==> src/verilog/irq_timebase_pkg.sv <==
// Package: register map, field layout, reset values, time-base constants and carrier structs
// Assumes: byte-addressed APB with 32-bit data, one register per aligned word
package irq_timebase_pkg;

    localparam int ADDR_W = 8;
    localparam int NUM_SRC = 8;
    localparam int NUM_MF = 4;
    localparam int NUM_VEC = 5;

    // Register byte addresses
    localparam logic [ADDR_W-1:0] OFS_TIME_BASE_CONTROL = 8'h00;
    localparam logic [ADDR_W-1:0] OFS_IRQ_CONTROL = 8'h04;
    localparam logic [ADDR_W-1:0] OFS_SRC_FLAGS = 8'h08;
    localparam logic [ADDR_W-1:0] OFS_SRC_ENABLES = 8'h0C;
    localparam logic [ADDR_W-1:0] OFS_PENDING = 8'h10;

    // time_base_control fields
    localparam int TBC_ON_BIT = 7;
    localparam int TBC_CK_BIT = 6;
    localparam int TBC_SECOND_LSB = 4;
    localparam int TBC_FIRST_LSB = 0;
    localparam logic [7:0] TBC_RESET = 8'h37;
    localparam logic [7:0] TBC_MASK = 8'hF7;

    // irq_control fields
    localparam int IC_GIE_BIT = 0;
    localparam int IC_SER_EN_BIT = 1;
    localparam int IC_SER_FLAG_BIT = 2;
    localparam int IC_MF_EN_LSB = 4;
    localparam int IC_MF_FLAG_LSB = 8;

    // Source order: tb0, tb1, nvm write done, low supply, t0 period, t0 second, t1 period, t1 second
    localparam int SRC_TB0 = 0;
    localparam int SRC_TB1 = 1;
    localparam int SRC_NVM = 2;
    localparam int SRC_LVD = 3;
    localparam int SRC_T0P = 4;
    localparam int SRC_T0A = 5;
    localparam int SRC_T1P = 6;
    localparam int SRC_T1A = 7;

    // Members of each shared vector
    localparam logic [NUM_MF-1:0][NUM_SRC-1:0] MF_MEMBERS = {8'h0C, 8'h03, 8'hC0, 8'h30};

    // Vector numbers, lower wins
    localparam logic [2:0] VEC_SERIAL = 3'h0;
    localparam logic [2:0] VEC_MF0 = 3'h1;

    // Time-base periods in input clocks
    localparam logic [15:0] FIRST_BASE_PERIOD = 16'h0100;
    localparam logic [15:0] SECOND_BASE_PERIOD = 16'h1000;
    localparam logic [1:0] SYS_DIV_LAST = 2'h3;

    typedef struct packed {
        logic boundary;
        logic stack_full;
        logic plain_return;
        logic return_from_handler;
    } core_in_t;

    typedef struct packed {
        logic call;
        logic push_pc;
        logic pop_pc;
        logic [2:0] vector;
    } core_out_t;

endpackage : irq_timebase_pkg

==> src/verilog/period_divider.sv <==
// Time-base divider chain giving the two overflow pulses
// Assumes: tick is a one-cycle enable at the selected input rate
`timescale 1ns/1ps
`default_nettype none
module period_divider
    import irq_timebase_pkg::*;
(
    // Clock and reset
    input wire logic pclk,
    input wire logic presetn,
    // Control
    input wire logic run,
    input wire logic tick,
    input wire logic [2:0] first_sel,
    input wire logic [1:0] second_sel,
    // Overflow pulses
    output logic first_ovf,
    output logic second_ovf
);
    logic [14:0] count;
    logic [15:0] first_mask;
    logic [15:0] second_mask;

    assign first_mask = (FIRST_BASE_PERIOD << first_sel) - 16'h0001;
    assign second_mask = (SECOND_BASE_PERIOD << second_sel) - 16'h0001;

    always_ff @(posedge pclk or negedge presetn)
    begin
        if (!presetn)
            count <= 15'h0000;
        else if (!run)
            count <= 15'h0000;
        else if (tick)
            count <= count + 15'h0001;
    end

    always_ff @(posedge pclk or negedge presetn)
    begin
        if (!presetn)
        begin
            first_ovf <= 1'b0;
            second_ovf <= 1'b0;
        end
        else
        begin
            first_ovf <= run && tick && ((count & first_mask[14:0]) == first_mask[14:0]);
            second_ovf <= run && tick && ((count & second_mask[14:0]) == second_mask[14:0]);
        end
    end
endmodule : period_divider
`default_nettype wire

==> src/verilog/peripheral_interrupt_timebase.sv <==
// Interrupt request, enable and vectoring logic with the periodic time base
// Assumes: APB master, core gives instruction boundaries and stack state as synchronous pulses/levels
//
// Added by the designer: the placing of the registers and the APB interface to the registers.
`timescale 1ns/1ps
`default_nettype none
module peripheral_interrupt_timebase
    import irq_timebase_pkg::*;
(
    // Clock and reset
    input wire logic pclk,
    input wire logic presetn,
    // APB slave
    input wire logic psel,
    input wire logic penable,
    input wire logic pwrite,
    input wire logic [ADDR_W-1:0] paddr,
    input wire logic [31:0] pwdata,
    output logic [31:0] prdata,
    output logic pready,
    output logic pslverr,
    // Time-base low-speed input tick
    input wire logic lowspeed_tick,
    // Event sources
    input wire logic [5:0] serial_cond,
    input wire logic nvm_write_end,
    input wire logic low_supply_detect,
    input wire logic [1:0] timer_period_match,
    input wire logic [1:0] timer_second_match,
    // Core sequencer
    input wire core_in_t core_in,
    output core_out_t core_out,
    output logic wake
);
    logic [7:0] time_base_control;
    logic global_irq_enable;
    logic serial_port_irq_enable;
    logic serial_port_irq_flag;
    logic [NUM_MF-1:0] shared_vector_enable;
    logic [NUM_MF-1:0] shared_vector_flag;
    logic [NUM_SRC-1:0] src_flag;
    logic [NUM_SRC-1:0] src_enable;
    logic [NUM_SRC-1:0] src_set;
    logic [NUM_MF-1:0] mf_set;
    logic [NUM_VEC-1:0] pend;
    logic [NUM_VEC-1:0] flags_now;
    logic [NUM_VEC+NUM_SRC-1:0] flags_q;
    logic serial_any_q;
    logic low_supply_q;
    logic [1:0] sys_div;
    logic period_tick;
    logic first_ovf;
    logic second_ovf;
    logic take;
    logic [2:0] next_vector;
    logic setup;
    logic access_wr;
    logic hit;
    logic [31:0] rd_mux;
    logic wr_tbc;
    logic wr_ic;
    logic wr_srcf;
    logic wr_srce;

    // Time-base input clock enable
    always_ff @(posedge pclk or negedge presetn)
    begin
        if (!presetn)
            sys_div <= 2'h0;
        else
            sys_div <= sys_div + 2'h1;
    end

    // One tick per fourth clock, or the low-speed pin's own enable pulse
    assign period_tick = time_base_control[TBC_CK_BIT] ? (sys_div == SYS_DIV_LAST) : lowspeed_tick;

    // One divider chain serves both time bases
    period_divider u_period_divider (
        .pclk(pclk),
        .presetn(presetn),
        .run(time_base_control[TBC_ON_BIT]),
        .tick(period_tick),
        .first_sel(time_base_control[TBC_FIRST_LSB +: 3]),
        .second_sel(time_base_control[TBC_SECOND_LSB +: 2]),
        .first_ovf(first_ovf),
        .second_ovf(second_ovf)
    );

    // Edge capture of level sources: a held condition raises one request only
    always_ff @(posedge pclk or negedge presetn)
    begin
        if (!presetn)
            serial_any_q <= 1'b0;
        else
            serial_any_q <= |serial_cond;
    end

    always_ff @(posedge pclk or negedge presetn)
    begin
        if (!presetn)
            low_supply_q <= 1'b0;
        else
            low_supply_q <= low_supply_detect;
    end

    // One-cycle set requests from every source
    always_comb
    begin
        src_set = '0;
        src_set[SRC_TB0] = first_ovf;
        src_set[SRC_TB1] = second_ovf;
        src_set[SRC_NVM] = nvm_write_end;
        src_set[SRC_LVD] = low_supply_detect && !low_supply_q;
        src_set[SRC_T0P] = timer_period_match[0];
        src_set[SRC_T0A] = timer_second_match[0];
        src_set[SRC_T1P] = timer_period_match[1];
        src_set[SRC_T1A] = timer_second_match[1];
    end

    // APB decode
    // Writes land at the end of the access phase; unmapped ones are refused
    assign setup = psel && !penable;
    assign access_wr = psel && penable && pready && pwrite && !pslverr;
    assign wr_tbc = access_wr && (paddr == OFS_TIME_BASE_CONTROL);
    assign wr_ic = access_wr && (paddr == OFS_IRQ_CONTROL);
    assign wr_srcf = access_wr && (paddr == OFS_SRC_FLAGS);
    assign wr_srce = access_wr && (paddr == OFS_SRC_ENABLES);
    assign hit = (paddr == OFS_TIME_BASE_CONTROL) || (paddr == OFS_IRQ_CONTROL) || (paddr == OFS_SRC_FLAGS)
        || (paddr == OFS_SRC_ENABLES) || (paddr == OFS_PENDING);

    always_comb
    begin
        rd_mux = 32'h0000_0000;
        case (paddr)
            OFS_TIME_BASE_CONTROL: rd_mux[7:0] = time_base_control;
            OFS_IRQ_CONTROL:
            begin
                rd_mux[IC_GIE_BIT] = global_irq_enable;
                rd_mux[IC_SER_EN_BIT] = serial_port_irq_enable;
                rd_mux[IC_SER_FLAG_BIT] = serial_port_irq_flag;
                rd_mux[IC_MF_EN_LSB +: NUM_MF] = shared_vector_enable;
                rd_mux[IC_MF_FLAG_LSB +: NUM_MF] = shared_vector_flag;
            end
            OFS_SRC_FLAGS: rd_mux[NUM_SRC-1:0] = src_flag;
            OFS_SRC_ENABLES: rd_mux[NUM_SRC-1:0] = src_enable;
            OFS_PENDING: rd_mux[NUM_VEC-1:0] = pend;
            default: rd_mux = 32'h0000_0000;
        endcase
    end

    // Access-phase answer, one cycle after each setup
    always_ff @(posedge pclk or negedge presetn)
    begin
        if (!presetn)
        begin
            pready <= 1'b0;
            pslverr <= 1'b0;
        end
        else
        begin
            pready <= setup;
            pslverr <= setup && !hit;
        end
    end

    // Read data captured in setup, held until the next read
    always_ff @(posedge pclk or negedge presetn)
    begin
        if (!presetn)
            prdata <= 32'h0000_0000;
        else if (setup && !pwrite)
            prdata <= rd_mux;
    end

    // Time-base control register
    always_ff @(posedge pclk or negedge presetn)
    begin
        if (!presetn)
            time_base_control <= TBC_RESET;
        else if (wr_tbc)
            time_base_control <= pwdata[7:0] & TBC_MASK;
    end

    // Enables held in irq_control
    always_ff @(posedge pclk or negedge presetn)
    begin
        if (!presetn)
        begin
            serial_port_irq_enable <= 1'b0;
            shared_vector_enable <= '0;
        end
        else if (wr_ic)
        begin
            serial_port_irq_enable <= pwdata[IC_SER_EN_BIT];
            shared_vector_enable <= pwdata[IC_MF_EN_LSB +: NUM_MF];
        end
    end

    // Per-source enables
    always_ff @(posedge pclk or negedge presetn)
    begin
        if (!presetn)
            src_enable <= '0;
        else if (wr_srce)
            src_enable <= pwdata[NUM_SRC-1:0];
    end

    // Source flags: hardware set wins over software write; service never clears them
    genvar gi;
    generate
        for (gi = 0; gi < NUM_SRC; gi++)
        begin : g_src
            always_ff @(posedge pclk or negedge presetn)
            begin
                if (!presetn)
                    src_flag[gi] <= 1'b0;
                else if (src_set[gi])
                    src_flag[gi] <= 1'b1;
                else if (wr_srcf)
                    src_flag[gi] <= pwdata[gi];
            end
        end
        for (gi = 0; gi < NUM_MF; gi++)
        begin : g_mf
            assign mf_set[gi] = |(src_set & MF_MEMBERS[gi]);
            // Pending needs a member source that is itself flagged and enabled
            assign pend[gi+1] = shared_vector_flag[gi] && shared_vector_enable[gi]
                && (|(src_flag & src_enable & MF_MEMBERS[gi]));
            always_ff @(posedge pclk or negedge presetn)
            begin
                if (!presetn)
                    shared_vector_flag[gi] <= 1'b0;
                else if (mf_set[gi])
                    shared_vector_flag[gi] <= 1'b1;
                else if (take && next_vector == VEC_MF0 + 3'(gi))
                    shared_vector_flag[gi] <= 1'b0;
                else if (wr_ic)
                    shared_vector_flag[gi] <= pwdata[IC_MF_FLAG_LSB + gi];
            end
        end
    endgenerate

    // Serial-port flag
    always_ff @(posedge pclk or negedge presetn)
    begin
        if (!presetn)
            serial_port_irq_flag <= 1'b0;
        else if (|serial_cond && !serial_any_q)
            serial_port_irq_flag <= 1'b1;
        else if (take && next_vector == VEC_SERIAL)
            serial_port_irq_flag <= 1'b0;
        else if (wr_ic)
            serial_port_irq_flag <= pwdata[IC_SER_FLAG_BIT];
    end

    assign pend[0] = serial_port_irq_flag && serial_port_irq_enable;

    // Fixed priority: serial first, then shared vectors in index order
    always_comb
    begin
        next_vector = VEC_SERIAL;
        for (int i = NUM_VEC - 1; i >= 0; i--)
        begin
            if (pend[i])
                next_vector = 3'(i);
        end
    end

    // No new call while the previous one stands, so each service clears once
    assign take = core_in.boundary && global_irq_enable && !core_in.stack_full && (|pend)
        && !core_out.call;

    // Global enable
    always_ff @(posedge pclk or negedge presetn)
    begin
        if (!presetn)
            global_irq_enable <= 1'b0;
        else if (take)
            global_irq_enable <= 1'b0;
        else if (core_in.return_from_handler)
            global_irq_enable <= 1'b1;
        else if (wr_ic)
            global_irq_enable <= pwdata[IC_GIE_BIT];
    end

    // Core call and return strobes
    always_ff @(posedge pclk or negedge presetn)
    begin
        if (!presetn)
            core_out <= '0;
        else
        begin
            core_out.call <= take;
            core_out.push_pc <= take;
            core_out.pop_pc <= core_in.return_from_handler || core_in.plain_return;
            if (take)
                core_out.vector <= next_vector;
        end
    end

    // Wake on any flag rising, independent of enables
    assign flags_now = {shared_vector_flag, serial_port_irq_flag};

    always_ff @(posedge pclk or negedge presetn)
    begin
        if (!presetn)
            flags_q <= '0;
        else
            flags_q <= {src_flag, flags_now};
    end

    always_ff @(posedge pclk or negedge presetn)
    begin
        if (!presetn)
            wake <= 1'b0;
        else
            wake <= |({src_flag, flags_now} & ~flags_q);
    end
endmodule : peripheral_interrupt_timebase
`default_nettype wire

==> config.mk <==
export PLATFORM = sky130hd
export DESIGN_NAME = peripheral_interrupt_timebase
export DESIGN_NICKNAME = d
export VERILOG_FILES = /design/src/verilog/irq_timebase_pkg.sv /design/src/verilog/period_divider.sv /design/src/verilog/peripheral_interrupt_timebase.sv
export SDC_FILE = /design/constraint.sdc
export NUM_CORES = 1
export LEC_CHECK = 0
export BUFFER_PORTS_ARGS = -buffer_cell sky130_fd_sc_hd__clkbuf_2
export CAP_MARGIN = 30
export CORE_ASPECT_RATIO = 0.75
export CORE_MARGIN = 2
export CORE_UTILIZATION = 30
export CTS_CLUSTER_DIAMETER = 60
export CTS_CLUSTER_SIZE = 12
export DETAILED_ROUTE_END_ITERATION = 7
export GPL_TIMING_DRIVEN = 0
export PLACE_DENSITY = 0.59
export SYNTH_ARGS = -nofsm -noshare
export SYNTH_HDL_FRONTEND = slang
export SYNTH_HIERARCHICAL = 1
export SYNTH_SLANG_ARGS = --single-unit
==> constraint.sdc <==
create_clock -name pclk -period 2.9 [get_ports pclk]
set_input_delay 0.435 -clock pclk [delete_from_list [all_inputs] [get_ports pclk]]
set_output_delay 0.435 -clock pclk [all_outputs]
set_load 0.05 [all_outputs]
# ---- After elaboration in Yosys (flattened, before gate mapping)
# Cells that the tools add are included.
dict set report word_totals {
  ff_bits 88
  word_cells 176
  output_inout_bits 41
  inputBits 62
}
dict set report op_classes {
  shifts 2
  n_eq_ne 12
  n_addsub 4
  mux 47
  bitwise 5
  reduce_logical 74
}
# cell count
set op_table {}
lappend op_table {{$mux 1} 35}
lappend op_table {{$logic_and 1x1->1} 34}
lappend op_table {{$and 15x15->15} 2}
lappend op_table {{$eq 15x15->1} 2}
lappend op_table {{$mux 15} 2}
lappend op_table {{$sub 15x1->15 const B} 2}
lappend op_table {{$reduce_bool 3->1} 6}
lappend op_table {{$eq 8x4->1 const B} 2}
lappend op_table {{$reduce_bool 2->1} 8}
lappend op_table {{$reduce_or 2->1} 8}
lappend op_table {{$add 15x1->15 const B} 1}
lappend op_table {{$mux 3} 5}
lappend op_table {{$pmux 3 s5} 1}
lappend op_table {{$shl 13x2->15 const A} 1}
lappend op_table {{$shl 9x3->15 const A} 1}
lappend op_table {{$and 13x13->13} 1}
lappend op_table {{$not 13->13} 1}
lappend op_table {{$reduce_or 13->1} 1}
lappend op_table {{$pmux 3 s4} 1}
lappend op_table {{$and 8x8->8} 1}
lappend op_table {{$eq 8x3->1 const B} 1}
lappend op_table {{$eq 8x5->1 const B} 1}
lappend op_table {{$logic_not 1->1} 8}
lappend op_table {{$logic_not 8->1} 1}
lappend op_table {{13 further kinds} 18}

# ---- Depth between registers and ports, before layout
dict set report depth {
  word_depth 12
  depth_mapped 7
  ltp_nobuf 6
}

# ---- Cells and area by module
# The synthesis kept the hierarchy.
# module cells_each seq_area_each_um2 instances area_per_inst_um2
set by_module_without_submodules {}
lappend by_module_without_submodules {peripheral_interrupt_timebase 310 1783.0 1 3382.0}
lappend by_module_without_submodules {period_divider 88 425.4 1 948.4}

# ---- Worst setup path after synthesis
# Ideal clock, no wire load.
dict set report synth_path {
  path_kind {input -> register}
  startpoint {input port paddr[5]}
  endpoint {register time_base_control[6]}
  slack_ns 0.341
  stages 7
  n_path_buf 3
  setup_time_ns 0.125
  arrival_ns 2.434
  required_ns 2.775
  path_cell_list {or4_1 > buf_2 > or3_1 > buf_2 > or4_4 > buf_6 > mux2_4}
}
dict set report synth_via {
  elab_chain_cells 2
}
# element line_no
set synth_rtl {}
lappend synth_rtl {{start: declaration} peripheral_interrupt_timebase.sv:17} ;# input wire logic [ADDR_W-1:0] paddr,
lappend synth_rtl {{$logic_not 8->1} peripheral_interrupt_timebase.sv:124} ;# assign wr_tbc = access_wr && (paddr == OFS_TIME_BASE_CONTROL);
lappend synth_rtl {{$logic_and 1x1->1} peripheral_interrupt_timebase.sv:124}
lappend synth_rtl {{end signal: assignment} peripheral_interrupt_timebase.sv:181} ;# time_base_control <= pwdata[7:0] & TBC_MASK;
lappend synth_rtl {{end: declaration} peripheral_interrupt_timebase.sv:35} ;# logic [7:0] time_base_control;
# Every way passes these cells.
# A chain may end at the register's enable or synchronous reset.

# ---- Worst setup path after layout
dict set report layout_path {
  startpoint {input port paddr[5]}
  endpoint {register src_enable[6]}
}
dict set report layout_via {
  elab_chain_cells 2
}
# element line_no
set layout_rtl {}
lappend layout_rtl {{$eq 8x4->1} peripheral_interrupt_timebase.sv:127} ;# assign wr_srce = access_wr && (paddr == OFS_SRC_ENABLES);
lappend layout_rtl {{$logic_and 1x1->1} peripheral_interrupt_timebase.sv:127}
lappend layout_rtl {{end signal: assignment} peripheral_interrupt_timebase.sv:205} ;# src_enable <= pwdata[NUM_SRC-1:0];
lappend layout_rtl {{end: declaration} peripheral_interrupt_timebase.sv:42} ;# logic [NUM_SRC-1:0] src_enable;
# Every way passes these cells.

==> reports/results.tsv <==
stage	metric	value	unit
global_route	grt_pass1_wl	18600	µm
pwr	clkPwrFrac	42.5	%
floorplan	boundaryPins	103	
final_layout	num_antenna_cells	0	
floorplan	core	0.0139	mm²
worst_hold_path	hp-class	primary input to async pin	
worst_setup_path	crit_fanout	8	
worst_setup_path	end_kind	flop	
run	maxCapViolations	0	
sta	period_needed	2.66	ns
worst_setup_path	path_class	primary input to flop	
logic_synthesis	synthSimpleGateAreaFrac	17.5	%
floorplan	initial_core_util	31.2	%
clocking	path_clk_slew	0.06	ns
place	dpl.hpwl	8730	µm
detailed_routing	vias	3382	
clocking	clkLatencyLatePin	0.34	ns
worst_setup_path	startpoint_type	primary input	
clocking	ctsResizeCount	0	
final_layout	finish.utilization	37.8	%
logic_synthesis	synth_fa_ha_area_share	0.578	%
detailed_routing	drt_iter0_drc	254	
logic_synthesis	synthDistinctLibCells	58	
logic_synthesis	synth-edff-count	0	
logic_synthesis	synth-seq-cells	88	
final_layout	drive_gt1_share	30.0	%
worst_setup_path	crit_required	3.13	ns
sta	fin_crit_sh	91.7	%
detailed_routing	totalWireLength	11500	µm
logic_synthesis	ys_warn_count	6	
detailed_routing	drtPass1Iterations	4	
clocking	cts_made_buffers	9	
logic_synthesis	syn_inst	398	
pwr	pwr-share-comb	9.5	%
logic_synthesis	synthMuxAreaShare	9.36	%
sta	maxSlewViolCount	0	
pwr	p_leak	2.47	nW
sta	fmax	376	MHz
sta	worstMarginPinSlew	0.763	ns
pwr	p_per_area	496	mW/mm²
logic_synthesis	synth_top_family_by_area	simple AND/OR/NAND/NOR gates	
global_route	grt_max_degree	49	
clocking	cts_hold_buf	0	
floorplan	fp-row-count	37	
logic_synthesis	yosysTopAreaCellShare	48.0	%
pwr	p_int	0.00193	W
global_route	gr-total-overflow	0	
detailed_routing	wl_per_cell	17.1	µm
pwr	p_seq_share	48.1	%
final_layout	fin_nets	556	
place	place.gp.congestion	0.917	
floorplan	fp.dieH	108	µm
sta	hold_viol	0	
floorplan	die_w	143	µm
final_layout	area_growth	21.3	%
logic_synthesis	avgSynthCellArea	10.9	µm²
clocking	clockBufferDepth	2	
sta	worst_slack	0.239	ns
logic_synthesis	yosys_most_used_dff	dfrtp_1	
detailed_routing	viasPerCell	5.03	
place	port_buffers	62	
detailed_routing	route.detailed.drc	0	
detailed_routing	antenna_left	0	
logic_synthesis	synth-seq-area-share	51.0	%
sta	setup_viol	0	
logic_synthesis	netlist_area	0.00433	mm²
pwr	peakVddDrop	291	µV
logic_synthesis	synthXorXnorAreaFrac	2.43	%
sta	slew_headroom	48.7	%
pwr	p_sw	0.000679	W
place	dp_slack	-0.0684	ns
clocking	htreeDepth	3	
clocking	cts_root_buffer	clkbuf_16	
worst_setup_path	arrival	2.89	ns
floorplan	dieArea	0.0154	mm²
pwr	p_sw_share	26.1	%
sta	grt_setup_unrepaired	no	
logic_synthesis	synth_area_leaders	dfrtp_1 (48%), buf_4 (3.6%), mux2_2 (3.6%)	
clocking	cts_tree	yes	
sta	skew	0.00633	ns
clocking	post-cts-setup-buffer-count	0	
global_route	gr-usage-all-layers	16.0	%
logic_synthesis	synth_compound_area_share	11.6	%
logic_synthesis	yosysTopAreaCell	dfrtp_1	
clocking	cts_sinks	88	
run_status	status	complete, no violations	
global_route	grt_antenna_before_repair	0	
global_route	grt_pass1_vias	3425	
logic_synthesis	synthArstFlopShare	100	%
-- area by class of cell --
| type | count | area (µm²) |
|---|---|---|
| fill | 1416 | 8640 |
| sequential | 88 | 2210 |
| inverter | 28 | 105 |
| clock inverter | 6 | 43.8 |
| buffer | 34 | 216 |
| multi-input combinational | 267 | 1870 |
| clock buffer | 10 | 239 |
| tap | 175 | 219 |
| timing repair buffer | 64 | 348 |
-- state kept, by name (all words and copies together), names as in the netlist, 4 cells and up --
| name | count |
|---|---|
| prdata | 12 |
| flags_q | 13 |
| src_enable | 8 |
| flags_now | 4 |
| u_period_divider/count | 15 |
| shared_vector_enable | 4 |
| core_out | 5 |
| src_flag | 8 |
| time_base_control | 7 |
-- critical path, cell delays in order --
cell and delay, ns:
clkbuf_2 0.07, or4_1 0.50, buf_2 0.17, nor3_1 0.59, nand4_1 0.64, mux2_2 0.48
-- cells by family after synthesis --
family                   after synthesis
AO/OA/AOI/OAI                         74
flip-flops                            88
other                                  1
buffers and inverters                 62
multiplexers                          29
AND/OR/NAND/NOR                      130
adder cells (fa/ha/maj)                2
XOR/XNOR                              12
-- through the flow --
stage	cell area (µm²)	total power [W]	TNS, ns	instances	hold WS, ns
3_5_place_dp	4970	0.00152	-0.622	656	0.421
5_1_grt	5250	0.00271	0	672	0.164
6_report	5250	0.00261	0	672	0.120
4_1_cts	5250	0.00264	0	672	0.142
3_3_place_gp	4930	0.00151	-0.936	654	0.412
2_1_floorplan	4400	0.00143	0	417	0.139
-- synthesized netlist by cell type (all sizes together) (2+ instances only) --
master	number
dfrtp	83
nand2	31
inv	28
buf	25
o21ai	25
nand3	24
mux2	21
and2	15
nor3	11
a21oi	9
clkbuf	9
nor2	8
nor4	8
a22oi	6
nand2b	6
nand4	6
xnor2	6
xor2	6
dfstp	5
mux4	5
o311ai	5
or3	5
and3	4
nor2b	4
o22ai	4
a22o	3
mux2i	3
o211ai	3
o31ai	3
or4	3
a2111oi	2
a21boi	2
a31oi	2
ha	2
or2	2
-- routing by layer --
layer	share of wire, %	up-vias	wire, µm	GRT usage [%]
met5	0	-	0	0
met4	1.7	0	193	4.46
met3	7.3	13	834	4.92
met2	43	121	4960	22.7
met1	48	1679	5470	23.5
li1	-	1569	-	-
-- layout by cell type (no fill, tap or decap), types with 6 or more instances in the layout --
| master | Yosys | final |
|---|---|---|
| clkbuf_1 | 9 | 9 |
| xor2_1 | 6 | 6 |
| buf_4 | 21 | 22 |
| clkbuf_2 | 0 | 61 |
| xnor2_1 | 6 | 6 |
| a22oi_1 | 6 | 6 |
| inv_1 | 28 | 28 |
| mux2_4 | 7 | 7 |
| nor2_1 | 8 | 8 |
| conb_1 | 1 | 20 |
| mux2_2 | 14 | 14 |
| nand2b_1 | 6 | 6 |
| clkbuf_16 | 0 | 9 |
| dfrtp_1 | 83 | 83 |
| nor3_1 | 11 | 11 |
| and2_1 | 15 | 15 |
| o21ai_0 | 25 | 25 |
| a21oi_1 | 9 | 9 |
| nand3_1 | 24 | 24 |
| nand2_1 | 31 | 31 |
-- power by group through the flow --
stage                     clock network, W  logic, W  registers (W)
after detailed placement                 0  0.000247        0.00128
after CTS                          0.00114  0.000247        0.00125
final                              0.00111  0.000247        0.00125
after floorplan                          0  0.000131        0.00129
after global routing               0.00119  0.000267        0.00125
after global placement                   0  0.000239        0.00127
-- final timing paths --
check                                  startpoint  slack [ns]              endpoint  depth (start not counted)
worst max-delay path                     paddr[5]        0.24         src_enable[6]                          6
worst min-delay path                      presetn        0.12            sys_div[1]                          1
worst max register to register            pslverr        0.54         src_enable[6]                          5
worst min register to register         sys_div[0]        0.44            sys_div[0]                          1
max in group asynchronous                 presetn        2.09  time_base_control[0]                          2
min in group pclk               low_supply_detect        0.21          low_supply_q                          1
(Power assumes the default switching activity.)
